**src/common/scan_pkg.sv**
```systemverilog
// Constants, types and helpers shared by the relay scan sequencer
//
// Behaviour
// - Digits then first-channel key store the scan start channel.
// - Digits then last-channel key store the scan end channel.
// - A channel not installed raises the error lamp and is not stored.
// - Program key, 6, pole choice 1/2/4, enter sets poles per channel.
// - Interval key, digits, enter set dwell 0.010 to 999.999 seconds.
// - Single/continuous keys pick those modes; channel key picks step mode.
// - In step mode each run press scans exactly one channel.
// - Step: lamp on at close; after dwell open, lamp off, advance.
// - Step: after the end channel, current channel returns to start.
// - Reset key halts any scan and sets current channel to start.
// - Single mode: one run press scans current channel to end in order.
// - Single scan end: return to start, stop, run lamp off.
// - Single and continuous modes each light their own lamp.
// - Single/continuous: run press mid-scan halts with channel closed; next press resumes.
// - Continuous mode wraps end to start until run is pressed.
// - Channel key then reset lights channel lamp, current to start.
// - Scan start closes the current channel and lights run lamp together.
package scan_pkg;

   // Widths
   localparam int CHAN_W = 7;
   localparam int INTV_W = 20;
   localparam int KEY_W = 5;
   localparam int TICK_W = 16;

   // Key codes from the keypad scanner
   localparam logic [KEY_W-1:0] KEY_DIGIT_MAX = 5'h09;
   localparam logic [KEY_W-1:0] KEY_FIRST = 5'h0A;
   localparam logic [KEY_W-1:0] KEY_LAST = 5'h0B;
   localparam logic [KEY_W-1:0] KEY_PROGRAM = 5'h0C;
   localparam logic [KEY_W-1:0] KEY_INTERVAL = 5'h0D;
   localparam logic [KEY_W-1:0] KEY_ENTER = 5'h0E;
   localparam logic [KEY_W-1:0] KEY_SINGLE = 5'h0F;
   localparam logic [KEY_W-1:0] KEY_CONT = 5'h10;
   localparam logic [KEY_W-1:0] KEY_RUN = 5'h11;
   localparam logic [KEY_W-1:0] KEY_CHANNEL = 5'h12;
   localparam logic [KEY_W-1:0] KEY_RESET = 5'h13;

   // Program number and pole widths
   localparam logic [3:0] PROG_POLES = 4'h6;
   localparam logic [2:0] POLES_1 = 3'h1;
   localparam logic [2:0] POLES_2 = 3'h2;
   localparam logic [2:0] POLES_4 = 3'h4;
   localparam logic [2:0] POLES_RST = 3'h1;

   // Reset values and limits
   localparam logic [CHAN_W-1:0] CHAN_RST = 7'h01;
   localparam logic [INTV_W-1:0] INTV_MIN_MS = 20'h0_000A;
   localparam logic [INTV_W-1:0] INTV_RST_MS = 20'h0_03E8;
   localparam logic [2:0] INTV_DIGITS = 3'h6;

   // Timing: 1 ms tick at the 40 MHz clock
   localparam int CLK_PERIOD_NS = 25;
   localparam int TICK_TIME_NS = 1000000;
   localparam int TICK_CYCLES = TICK_TIME_NS / CLK_PERIOD_NS;

   typedef enum logic [1:0]
   {
      MODE_STEP = 2'b00,
      MODE_SINGLE = 2'b01,
      MODE_CONT = 2'b10
   } scan_mode_t;

   typedef enum logic [2:0]
   {
      ENT_CHAN = 3'b000,
      ENT_PROG = 3'b001,
      ENT_POLES = 3'b010,
      ENT_POLE_OK = 3'b011,
      ENT_INTV = 3'b100
   } entry_t;

   typedef enum logic [1:0]
   {
      SC_IDLE = 2'b00,
      SC_DWELL = 2'b01,
      SC_NEXT = 2'b10,
      SC_HALT = 2'b11
   } scan_t;

   // Two BCD digits to a channel number
   function automatic logic [CHAN_W-1:0] bcd2bin(input logic [3:0] tens,
                                                 input logic [3:0] ones);
      // Widen before the product so tens of 2..9 do not wrap in 4 bits
      bcd2bin = CHAN_W'(CHAN_W'(tens) * CHAN_W'(4'd10) + CHAN_W'(ones));
   endfunction

   // Advance with wrap back to the start channel
   function automatic logic [CHAN_W-1:0] next_chan(
      input logic [CHAN_W-1:0] cur,
      input logic [CHAN_W-1:0] last,
      input logic [CHAN_W-1:0] first);
      next_chan = (cur >= last) ? first : CHAN_W'(cur + 1'b1);
   endfunction

endpackage

```
**src/common/dwell_if.sv**
```systemverilog
// Handshake between the scan sequencer and its dwell timer
`timescale 1ns/1ps
`default_nettype none
interface dwell_if;
   import scan_pkg::*;
   logic start;
   logic stop;
   logic [INTV_W-1:0] interval_ms;
   logic done;
   logic busy;

   modport ctrl (output start, output stop, output interval_ms,
                 input done, input busy);
   modport timer (input start, input stop, input interval_ms,
                  output done, output busy);
endinterface
`default_nettype wire

```
**src/hdl/dwell_timer.sv**
```systemverilog
// Dwell interval timer counting 1 ms ticks
`timescale 1ns/1ps
`default_nettype none
module dwell_timer
   import scan_pkg::*;
#(
   parameter int TICK_CYCLES_P = TICK_CYCLES
)
(
   // Clock and reset
   input wire logic clk,
   input wire logic rst,
   // Control from the sequencer
   dwell_if.timer t
);

   logic [TICK_W-1:0] tick_q;
   logic [INTV_W-1:0] cnt_q;
   logic busy_q;
   logic done_q;
   wire tick_wrap = (tick_q == TICK_W'(TICK_CYCLES_P - 1));
   wire last_ms = (cnt_q == INTV_W'(1));

   // Start reloads both counters so every dwell is a whole count of ms
   always_ff @(posedge clk)
   begin
      if (rst || t.stop)
      begin
         busy_q <= 1'b0;
         done_q <= 1'b0;
         tick_q <= '0;
         cnt_q <= '0;
      end
      else if (t.start)
      begin
         busy_q <= 1'b1;
         done_q <= 1'b0;
         tick_q <= '0;
         cnt_q <= t.interval_ms;
      end
      else
      begin
         done_q <= busy_q && tick_wrap && last_ms;
         busy_q <= busy_q && !(tick_wrap && last_ms);
         tick_q <= (busy_q && !tick_wrap) ? TICK_W'(tick_q + 1'b1) : '0;
         cnt_q <= (busy_q && tick_wrap) ? INTV_W'(cnt_q - 1'b1) : cnt_q;
      end
   end

   assign t.done = done_q;
   assign t.busy = busy_q;
endmodule
`default_nettype wire

```
**src/hdl/relay_channel_scan_sequencer.sv**
```systemverilog
// Keypad-driven relay channel scan sequencer
`timescale 1ns/1ps
`default_nettype none
module relay_channel_scan_sequencer
   import scan_pkg::*;
#(
   parameter int TICK_CYCLES_P = TICK_CYCLES
)
(
   // Clock and reset
   input wire logic clk,
   input wire logic rst,
   // Keypad, asynchronous to clk
   input wire logic key_strobe,
   input wire logic [KEY_W-1:0] key_code,
   // Installed card configuration
   input wire logic [CHAN_W-1:0] installed_chans,
   // Relay card drivers
   output logic [CHAN_W-1:0] relay_chan_q,
   output logic relay_close_q,
   output logic [2:0] pole_width_q,
   // Display and lamps
   output logic [CHAN_W-1:0] cur_chan_q,
   output logic run_lamp_q,
   output logic single_lamp_q,
   output logic cont_lamp_q,
   output logic chan_lamp_q,
   output logic error_lamp_q
);

   dwell_if dw ();

   dwell_timer #(.TICK_CYCLES_P(TICK_CYCLES_P)) u_timer
   (
      .clk(clk),
      .rst(rst),
      .t(dw.timer)
   );

   // Synchronisers; the code must be steady while the strobe is high
   logic strobe_meta_q, strobe_q, strobe_prev_q;
   logic [KEY_W-1:0] code_meta_q, code_q;
   logic [CHAN_W-1:0] inst_meta_q, inst_q;
   always_ff @(posedge clk)
   begin
      strobe_meta_q <= key_strobe;
      strobe_q <= strobe_meta_q;
      strobe_prev_q <= rst ? 1'b0 : strobe_q;
      code_meta_q <= key_code;
      code_q <= code_meta_q;
      inst_meta_q <= installed_chans;
      inst_q <= inst_meta_q;
   end

   // Key decode
   wire press = strobe_q && !strobe_prev_q;
   wire is_digit = press && (code_q <= KEY_DIGIT_MAX);
   wire [3:0] digit = code_q[3:0];
   wire k_first = press && (code_q == KEY_FIRST);
   wire k_last = press && (code_q == KEY_LAST);
   wire k_prog = press && (code_q == KEY_PROGRAM);
   wire k_intv = press && (code_q == KEY_INTERVAL);
   wire k_enter = press && (code_q == KEY_ENTER);
   wire k_single = press && (code_q == KEY_SINGLE);
   wire k_cont = press && (code_q == KEY_CONT);
   wire k_run = press && (code_q == KEY_RUN);
   wire k_chan = press && (code_q == KEY_CHANNEL);
   wire k_reset = press && (code_q == KEY_RESET);

   // Entry state
   entry_t ent_q, ent_d;
   scan_mode_t mode_q, mode_d;
   logic [3:0] tens_q, tens_d, ones_q, ones_d;
   logic [CHAN_W-1:0] start_q, start_d, end_q, end_d;
   logic [2:0] pend_q, pend_d, poles_d;
   logic [INTV_W-1:0] acc_q, acc_d, intv_q, intv_d;
   logic [2:0] ndig_q, ndig_d;
   logic err_d, chan_lamp_d;

   // Entered channel and its check against the installed cards
   wire [CHAN_W-1:0] entered = bcd2bin(tens_q, ones_q);
   wire chan_ok = (entered != '0) && (entered <= inst_q);
   wire pole_ok = (digit == 4'(POLES_1)) || (digit == 4'(POLES_2)) ||
                  (digit == 4'(POLES_4));
   wire [INTV_W-1:0] acc_next = INTV_W'(acc_q * 4'd10) + INTV_W'(digit);

   // Keypad entry decoding; any key clears a standing error
   always_comb
   begin
      ent_d = ent_q;
      mode_d = mode_q;
      tens_d = tens_q;
      ones_d = ones_q;
      start_d = start_q;
      end_d = end_q;
      pend_d = pend_q;
      poles_d = pole_width_q;
      acc_d = acc_q;
      intv_d = intv_q;
      ndig_d = ndig_q;
      err_d = press ? 1'b0 : error_lamp_q;
      chan_lamp_d = chan_lamp_q;
      if (is_digit)
      begin
         case (ent_q)
            ENT_CHAN:
            begin
               tens_d = ones_q;
               ones_d = digit;
            end
            ENT_PROG:
            begin
               ent_d = (digit == PROG_POLES) ? ENT_POLES : ENT_CHAN;
               err_d = (digit != PROG_POLES);
            end
            ENT_POLES, ENT_POLE_OK:
            begin
               pend_d = pole_ok ? digit[2:0] : pend_q;
               ent_d = pole_ok ? ENT_POLE_OK : ent_q;
               err_d = !pole_ok;
            end
            ENT_INTV:
            begin
               // Six digits fill 000.000; further digits are ignored
               if (ndig_q < INTV_DIGITS)
               begin
                  acc_d = acc_next;
                  ndig_d = 3'(ndig_q + 1'b1);
               end
            end
            default:
               ent_d = ENT_CHAN;
         endcase
      end
      else if (k_first && ent_q == ENT_CHAN)
      begin
         start_d = chan_ok ? entered : start_q;
         err_d = !chan_ok;
      end
      else if (k_last && ent_q == ENT_CHAN)
      begin
         end_d = chan_ok ? entered : end_q;
         err_d = !chan_ok;
      end
      else if (k_prog)
         ent_d = ENT_PROG;
      else if (k_intv)
      begin
         ent_d = ENT_INTV;
         acc_d = '0;
         ndig_d = '0;
         chan_lamp_d = 1'b0;
      end
      else if (k_enter)
      begin
         if (ent_q == ENT_POLE_OK)
            poles_d = pend_q;
         if (ent_q == ENT_INTV && acc_q >= INTV_MIN_MS)
            intv_d = acc_q;
         err_d = (ent_q == ENT_INTV) && (acc_q < INTV_MIN_MS);
         ent_d = ENT_CHAN;
      end
      else if (k_chan)
      begin
         mode_d = MODE_STEP;
         chan_lamp_d = 1'b1;
         ent_d = ENT_CHAN;
      end
      else if (k_single)
         mode_d = MODE_SINGLE;
      else if (k_cont)
         mode_d = MODE_CONT;
   end

   // Entry registers
   always_ff @(posedge clk)
   begin
      if (rst)
      begin
         ent_q <= ENT_CHAN;
         mode_q <= MODE_STEP;
         tens_q <= '0;
         ones_q <= '0;
         start_q <= CHAN_RST;
         end_q <= CHAN_RST;
         pend_q <= POLES_RST;
         pole_width_q <= POLES_RST;
         acc_q <= '0;
         intv_q <= INTV_RST_MS;
         ndig_q <= '0;
         error_lamp_q <= 1'b0;
         chan_lamp_q <= 1'b0;
         single_lamp_q <= 1'b0;
         cont_lamp_q <= 1'b0;
      end
      else
      begin
         ent_q <= ent_d;
         mode_q <= mode_d;
         tens_q <= tens_d;
         ones_q <= ones_d;
         start_q <= start_d;
         end_q <= end_d;
         pend_q <= pend_d;
         pole_width_q <= poles_d;
         acc_q <= acc_d;
         intv_q <= intv_d;
         ndig_q <= ndig_d;
         error_lamp_q <= err_d;
         chan_lamp_q <= chan_lamp_d;
         single_lamp_q <= (mode_d == MODE_SINGLE);
         cont_lamp_q <= (mode_d == MODE_CONT);
      end
   end

   // Scan sequencing
   scan_t scan_q, scan_d;
   logic [CHAN_W-1:0] cur_d, relay_chan_d;
   logic close_d, run_lamp_d, t_start, t_stop;
   wire at_end = (cur_chan_q >= end_q);
   wire [CHAN_W-1:0] adv = next_chan(cur_chan_q, end_q, start_q);

   // Relay number only moves while the relay is open, so two never close
   always_comb
   begin
      scan_d = scan_q;
      cur_d = cur_chan_q;
      relay_chan_d = relay_chan_q;
      close_d = relay_close_q;
      run_lamp_d = run_lamp_q;
      t_start = 1'b0;
      t_stop = 1'b0;
      if (k_reset)
      begin
         scan_d = SC_IDLE;
         cur_d = start_q;
         close_d = 1'b0;
         run_lamp_d = 1'b0;
         t_stop = 1'b1;
      end
      else
      begin
         case (scan_q)
            SC_IDLE:
               if (k_run)
               begin
                  relay_chan_d = cur_chan_q;
                  close_d = 1'b1;
                  run_lamp_d = 1'b1;
                  t_start = 1'b1;
                  scan_d = SC_DWELL;
               end
            SC_DWELL:
               if (k_run && mode_q != MODE_STEP)
               begin
                  // Channel stays closed while halted
                  t_stop = 1'b1;
                  run_lamp_d = 1'b0;
                  scan_d = SC_HALT;
               end
               else if (dw.done)
               begin
                  close_d = 1'b0;
                  case (mode_q)
                     MODE_SINGLE:
                     begin
                        cur_d = at_end ? start_q : adv;
                        run_lamp_d = !at_end;
                        scan_d = at_end ? SC_IDLE : SC_NEXT;
                     end
                     MODE_CONT:
                     begin
                        cur_d = adv;
                        scan_d = SC_NEXT;
                     end
                     default:
                     begin
                        cur_d = adv;
                        run_lamp_d = 1'b0;
                        scan_d = SC_IDLE;
                     end
                  endcase
               end
            SC_NEXT:
            begin
               relay_chan_d = cur_chan_q;
               close_d = 1'b1;
               t_start = 1'b1;
               scan_d = SC_DWELL;
            end
            SC_HALT:
               if (k_run)
               begin
                  run_lamp_d = 1'b1;
                  t_start = 1'b1;
                  scan_d = SC_DWELL;
               end
            default:
               scan_d = SC_IDLE;
         endcase
      end
   end

   // Scan registers
   always_ff @(posedge clk)
   begin
      if (rst)
      begin
         scan_q <= SC_IDLE;
         cur_chan_q <= CHAN_RST;
         relay_chan_q <= CHAN_RST;
         relay_close_q <= 1'b0;
         run_lamp_q <= 1'b0;
      end
      else
      begin
         scan_q <= scan_d;
         cur_chan_q <= cur_d;
         relay_chan_q <= relay_chan_d;
         relay_close_q <= close_d;
         run_lamp_q <= run_lamp_d;
      end
   end

   // Timer control
   assign dw.start = t_start;
   assign dw.stop = t_stop;
   assign dw.interval_ms = intv_q;
endmodule
`default_nettype wire

```
**config.mk**
```make
export PLATFORM = sky130hd
export DESIGN_NAME = relay_channel_scan_sequencer
export DESIGN_NICKNAME = d
export VERILOG_FILES = /design/src/common/scan_pkg.sv /design/src/common/dwell_if.sv /design/src/hdl/dwell_timer.sv /design/src/hdl/relay_channel_scan_sequencer.sv
export SDC_FILE = /design/constraint.sdc
export NUM_CORES = 1
export LEC_CHECK = 0
export ABC_AREA = 1
export BUFFER_PORTS_ARGS = -buffer_cell sky130_fd_sc_hd__buf_2
export CAP_MARGIN = 20
export CORE_MARGIN = 10
export CORE_UTILIZATION = 56
export DETAILED_ROUTE_END_ITERATION = 8
export HOLD_SLACK_MARGIN = 0.1
export PLACE_DENSITY = 0.79
export SLEW_MARGIN = 0
export SYNTH_ARGS = -nofsm -noshare
export SYNTH_HDL_FRONTEND = slang
export SYNTH_HIERARCHICAL = 1
export SYNTH_SLANG_ARGS = --single-unit
```
**constraint.sdc**
```tcl
create_clock -name clk -period 3.1 [get_ports clk]
set_input_delay 0.62 -clock clk [delete_from_list [all_inputs] [get_ports clk]]
set_output_delay 0.62 -clock clk [all_outputs]
set_load 0.01 [all_outputs]
```
* Word level (Yosys, flattened, before mapping)
Index checks and enable logic that the tools add are counted.
** Operators by class
- Mux-type cells :: 76
- Add/sub/neg operators :: 6
- Magnitude comparators :: 6
- Bitwise gates (word level) :: 7
- Reductions and logical operators :: 65
- Equal/unequal tests :: 43
- $mul :: 2
** Operator list (number)
- 2-to-1 mux 20 bit :: 9
- 2-to-1 mux 7 bit :: 8
- 2-to-1 mux 3 bit :: 15
- == test 5 x 4 -> 1 bit, second input constant :: 6
- 2-to-1 mux 2 bit :: 14
- logical AND 1 bit :: 23
- 2-to-1 mux 1 bit :: 21
- adder 20 x 4 -> 20 bit :: 1
- == test 20 x 1 -> 1 bit, second input constant :: 1
- == test 5 bit, second input constant :: 4
- greater-or-equal comparator 20 x 4 -> 1 bit, second input constant :: 1
- less-than comparator 20 x 4 -> 1 bit, second input constant :: 1
- multiplier 20 x 3 -> 19 bit, second input constant :: 1
- subtractor 20 x 1 -> 20 bit, second input constant :: 1
- adder 16 x 1 -> 16 bit, second input constant :: 1
- == test 16 bit, second input constant :: 1
- inequality test 2 bit, second input constant :: 8
- nonzero test 2 bit :: 8
- case mux 7 bit (2 select lines) :: 1
- AND reduction 7 bit :: 2
- AND reduction 3 bit :: 4
- AND reduction 4 bit :: 3
- AND reduction 6 bit :: 2
- OR reduction 2 bit :: 5
- 36 further kinds :: 64
** Word-level totals
- Output and inout port bits :: 23
- Logic and storage cells :: 236
- Register bits :: 163
- Input bits :: 15

* Depth between registers and ports, before layout
- Word-level depth :: 13
- Mapped depth :: 19
- Depth with buffers taken out :: 18

* By module
The synthesis kept the hierarchy.
** By module, submodules not included
- relay_channel_scan_sequencer :: seq. area each 2502.4 um2, instances 1, area an instance 6850.3 um2, cells an instance 945
- dwell_timer :: seq. area each 760.7 um2, instances 1, area an instance 2447.3 um2, cells an instance 392

* Worst setup path after synthesis
OpenSTA, ideal clock, no wires.
- Path kind :: register to register
- Start :: register tens_q[1]
- End :: register end_q[5]
- Data required time :: 2981 ps
- Buffers on the path :: 1
- Arrival time :: 2868 ps
- Library setup time :: 119 ps
- Period minus slack after synthesis :: 2987 ps
- Cell stages (with the launch flop) :: 18
- Slack :: 113 ps
- Cell sequence :: dfxtp_1 ha_1 ha_1 fa_1 inv_1 nor2_1 xnor2_1 inv_1 ha_1 a21oi_1 o21ai_0 o32ai_1 nand2_1 inv_1 nand2_1 buf_4 o21ai_0 a21oi_1
** Between the ends
- Cells in the longest elaborated chain, start to end :: 5
- Elaborated cells between the ends (all ways) :: 6
- Classes of those cells :: add/sub (1); mul (1); order compare (1); reduce/logical (3)
** Ends and longest elaborated chain
- from (decl) :: RTL line relay_channel_scan_sequencer.sv:73 : logic [3:0] tens_q, tens_d, ones_q, ones_d;
- from (signal assigned) :: RTL line relay_channel_scan_sequencer.sv:200 : tens_q <= tens_d;
- multiplier 4 x 3 -> 6 bit * :: RTL line scan_pkg.sv:88 : bcd2bin = CHAN_W'(CHAN_W'(tens) * CHAN_W'(4'd10) + CHAN_W'(ones));
- adder 7 x 4 -> 7 bit * :: RTL line scan_pkg.sv:88
- named net entered[6] :: RTL line relay_channel_scan_sequencer.sv:81 : wire [CHAN_W-1:0] entered = bcd2bin(tens_q, ones_q);
- less-or-equal comparator 7 bit / nonzero test 7 bit (equally long branches) :: RTL line relay_channel_scan_sequencer.sv:82 : wire chan_ok = (entered != '0) && (entered <= inst_q);
- logical AND 1 bit * :: RTL line relay_channel_scan_sequencer.sv:82
- AND reduction 4 bit (no source line) *
- to (signal assigned) :: RTL line relay_channel_scan_sequencer.sv:203 : end_q <= end_d;
- to (decl) :: RTL line relay_channel_scan_sequencer.sv:74 : logic [CHAN_W-1:0] start_q, start_d, end_q, end_d;
The timed path passes the listed nets; every way through them passes the cells marked *.
A chain may end at the register's enable or synchronous reset.

* Worst setup path after layout
- Start :: register tens_q[3]
- End :: register start_q[2]
** Between the ends
- Cells in the longest elaborated chain, start to end :: 5
- Elaborated cells between the ends (all ways) :: 6
- Classes of those cells :: add/sub (1); mul (1); order compare (1); reduce/logical (3)
** Ends and longest elaborated chain
- multiplier 4 x 3 -> 6 bit * :: RTL line scan_pkg.sv:88
- adder 7 x 4 -> 7 bit * :: RTL line scan_pkg.sv:88
- named net entered[6] :: RTL line relay_channel_scan_sequencer.sv:81
- less-or-equal comparator 7 bit / nonzero test 7 bit (equally long branches) :: RTL line relay_channel_scan_sequencer.sv:82
- logical AND 1 bit * :: RTL line relay_channel_scan_sequencer.sv:82
- AND reduction 3 bit (no source line) *
- to (signal assigned) :: RTL line relay_channel_scan_sequencer.sv:202 : start_q <= start_d;
- to (decl) :: RTL line relay_channel_scan_sequencer.sv:74
Marked as above.

==> results_dict.tcl <==
set metrics [dict create \
    cts.reportedPaths.clkPinSlew_ns 0.06 \
    crit_top_cell "sky130_fd_sc_hd__inv_2" \
    totalWireLength_um 22100 \
    finalCriticalPeriod_ns 3.00 \
    powerDensity_nw_per_um2 452 \
    slew-limit-headroom 0.484 \
    layout.nets 1467 \
    slew_viol_final 0 \
    critical_path.reg2reg.endpoint "start_q[2]" \
    cp.depth 15 \
    regToRegStartpoint "tens_q[3]" \
    mappedNetlistNets 1421 \
    status "completed" \
    clock_tree_from_tritoncts "yes" \
    layout-drive-gt1-share 0.128 \
    power.total_mw 4.73 \
    number_of_global_route_vias_before_repair 7876 \
    synth_top_cell_area_share 0.351 \
    cts-htree-levels 4 \
    antenna_found_initial 0 \
    cts_num_sinks 163 \
    timing_worst_slew_pin_value_ns 0.773 \
    worst_hold_path_type "in2reg" \
    crit_path_max_incr_delay_ns 0.49 \
    dominantRegCellSynth "sky130_fd_sc_hd__dfxtp_1" \
    fin_util 0.638 \
    yosys_warning_total 6 \
    peakVddDrop_mv 0.507 \
    dp_hpwl_um 16000 \
    synth.cells.most_frequent "sky130_fd_sc_hd__nand2_1 (294), sky130_fd_sc_hd__nor2_1 (172), sky130_fd_sc_hd__dfxtp_1 (163), sky130_fd_sc_hd__inv_1 (159), sky130_fd_sc_hd__a21oi_1 (103)" \
    criticalPathCategory "reg2reg" \
    skew_ns 0.00825 \
    synth-edff-count 0 \
    synth_async_sr_flop_share 0 \
    die_height_um 149 \
    clk_path_buf_depth 2 \
    synthDominantAreaCellType "sky130_fd_sc_hd__dfxtp_1" \
    yosysMostFrequentCell "sky130_fd_sc_hd__nand2_1" \
    final.setup.tns_ns 0 \
    crit_path_end_kind "flip-flop" \
    synthesis.area_per_instance_um2 6.95 \
    share_clk_of_total_power 0.454 \
    worst-r2r-cell-count 15 \
    regArea_um2 3270 \
    port_buffers 37 \
    synthDistinctLibCells 47 \
    setup.reg_to_reg.worst_slack_ns 0.10 \
    grt_usage 0.195 \
    finalHoldWorstSlack_ns 0.284 \
    drv.max_cap_violation_count 0 \
    power_report.internal_total_mw 3.58 \
    initial_util 0.567 \
    final_cycle_utilization_of_the_critical_path 0.967 \
    multi_input_gate_area_in_the_final_layout_um2 5350 \
    finalHoldViolations 0 \
    syn-cell-area_um2 9300 \
    timing.critical_path.from_type "flip-flop" \
    numCtsBuffers 17 \
    die_area_um2 22200 \
    routed-via-count 8671 \
    detail_route.first_pass.iterations 5 \
    grt_max_degree 45 \
    yosys-top-cells-area "sky130_fd_sc_hd__dfxtp_1 (35%), sky130_fd_sc_hd__nand2_1 (12%), sky130_fd_sc_hd__ha_1 (8.7%), sky130_fd_sc_hd__nor2_1 (6.9%), sky130_fd_sc_hd__inv_1 (6.4%)" \
    routedWlPerCell_um 13.7 \
    crit_slowest_cell "sky130_fd_sc_hd__fa_1" \
    rows 47 \
    clock_root_buffer "sky130_fd_sc_hd__clkbuf_16" \
    pin_count 38 \
    die_width_um 149 \
    timing.fmax_mhz 334 \
    worst_setup_path_startpoint "tens_q[3]" \
    final_design_area_no_fill_um2 10500 \
    first_iter_violations 738 \
    detail_route.drc_violations 0 \
    min_from "key_code[1]" \
    final-setup-viol-count 0 \
    path_max_fanout 9 \
    swShare 0.243 \
    postSynthRegisterBits 163 \
    viasPerCell 5.37 \
    critical_path.cell_chain "ha_4 -> ha_2 -> fa_1 -> inv_2 -> nor2_4 -> xnor2_2 -> inv_2 -> ha_4 -> nand2_1 -> o32ai_2 -> nand2_1 -> inv_2 -> nand2_4 -> o21ai_0 -> a21oi_1" \
    largest_delay_share_family_worst_path "adder cells" \
    power_frac_seq 0.462 \
    cts_hold_repair.buffers 0 \
    crit_arrival_ns 3.32 \
    detail-route-antenna-nets 0 \
    static-leakage-power_nw 4.87 \
    total_switching_power_mw 1.15 \
    overflow 0 \
    worstPathBufferInverterCount 3 \
    p_comb_frac 0.084 \
    grt_pass1_wl_um 36500 \
    timing.critical_path.required_ns 3.42 \
    areaGrowthSynthToFinish_pct 12.6 \
    post_dp_cell_area_um2 9710 \
    place_congestion 0.939 \
    design.core.area_um2 16400 \
    crit_end "start_q[2]" \
    worstSkewPairLatency_ns 0.43 \
    fill_cells 1424 \
    postSynthCellCount 1337 \
    ys_seq_area_frac 0.351 \
]
## what timing repair did
item	CTS	global route
buffers inserted	1	1
cloned	0	1
pin swaps	3	6
endpoints found under the setup margin	14	20
endpoints found under the hold margin	0	0
resized for setup	9	28
## logic make-up after synthesis
logic type | Yosys count | synth area share
XOR/XNOR | 19 | 0.0179
AND/OR/NAND/NOR | 665 | 0.318
buffers and inverters | 200 | 0.0876
adder cells (fa/ha/maj) | 69 | 0.0961
AO/OA/AOI/OAI | 221 | 0.129
flip-flops | 163 | 0.351
## metal layers
metal / up-vias / part of all wire / global-route usage
met5: - / 0 / 0
met4: 0 / 0.014 / 0.0540
met3: 29 / 0.052 / 0.0413
met2: 227 / 0.47 / 0.319
met1: 3949 / 0.46 / 0.255
li1: 4466 / - / -
## power by group through the flow
stage | Sequential, mW | Clock [mW] | Combinational (mW)
after floorplan | 2.23 | 0 | 0.240
after global placement | 2.22 | 0 | 0.345
after detailed placement | 2.23 | 0 | 0.356
after CTS | 2.18 | 2.17 | 0.374
after global routing | 2.19 | 2.25 | 0.447
final | 2.18 | 2.14 | 0.399
## final cells by class
class,instances,area share
Antenna cell,1,0.000239
Clock buffer,20,0.0427
Clock inverter,11,0.0147
Inverter,170,0.0610
Multi-Input combinational cell,975,0.511
Sequential cell,163,0.312
Tap cell,220,0.0263
Timing Repair Buffer,56,0.0317
## sequential cells by signal, indices dropped and copies added (netlist names), 2 cells and up
signal,flops
cur_chan_q,7
end_q,7
pend_q,3
u_timer/tick_q,16
mode_q,2
ndig_q,3
tens_q,4
ent_q,3
code_q,5
ones_q,4
acc_q,20
dw.interval_ms,20
scan_q,2
start_q,7
inst_q,7
code_meta_q,5
inst_meta_q,7
u_timer/cnt_q,20
relay_chan_q,7
pole_width_q,3
## stage by stage
stage,worst slack [ns],cells
after floorplan,0.113,1337
after global routing,-0.0457,1615
final,0.103,1616
after global placement,0.00744,1581
after detailed placement,-0.137,1581
after CTS,0.0149,1613
## placed cells by master, fill, tap and decap left out, types with 22 or more instances in the layout
cell type and instances:
sky130_fd_sc_hd__o21ai_0 76, sky130_fd_sc_hd__dfxtp_1 159, sky130_fd_sc_hd__nand2_1 292, sky130_fd_sc_hd__inv_1 155, sky130_fd_sc_hd__a21oi_1 102, sky130_fd_sc_hd__nand3_1 86, sky130_fd_sc_hd__nor2_1 168, sky130_fd_sc_hd__buf_2 37
sky130_fd_sc_hd__nor2_2 24, sky130_fd_sc_hd__nand4_1 22, sky130_fd_sc_hd__ha_1 61
## how the worst min path moves through the flow
| stage | to | cells past startpoint |
|---|---|---|
| global route | inst_meta_q[3] | 1 |
| global placement | inst_q[2] | 0 |
| floorplan | code_q[0] | 0 |
| detailed placement | code_q[2] | 0 |
| CTS | code_meta_q[0] | 1 |
| finish | code_meta_q[1] | 1 |
No activity file was read; power rests on OpenSTA's default activity.
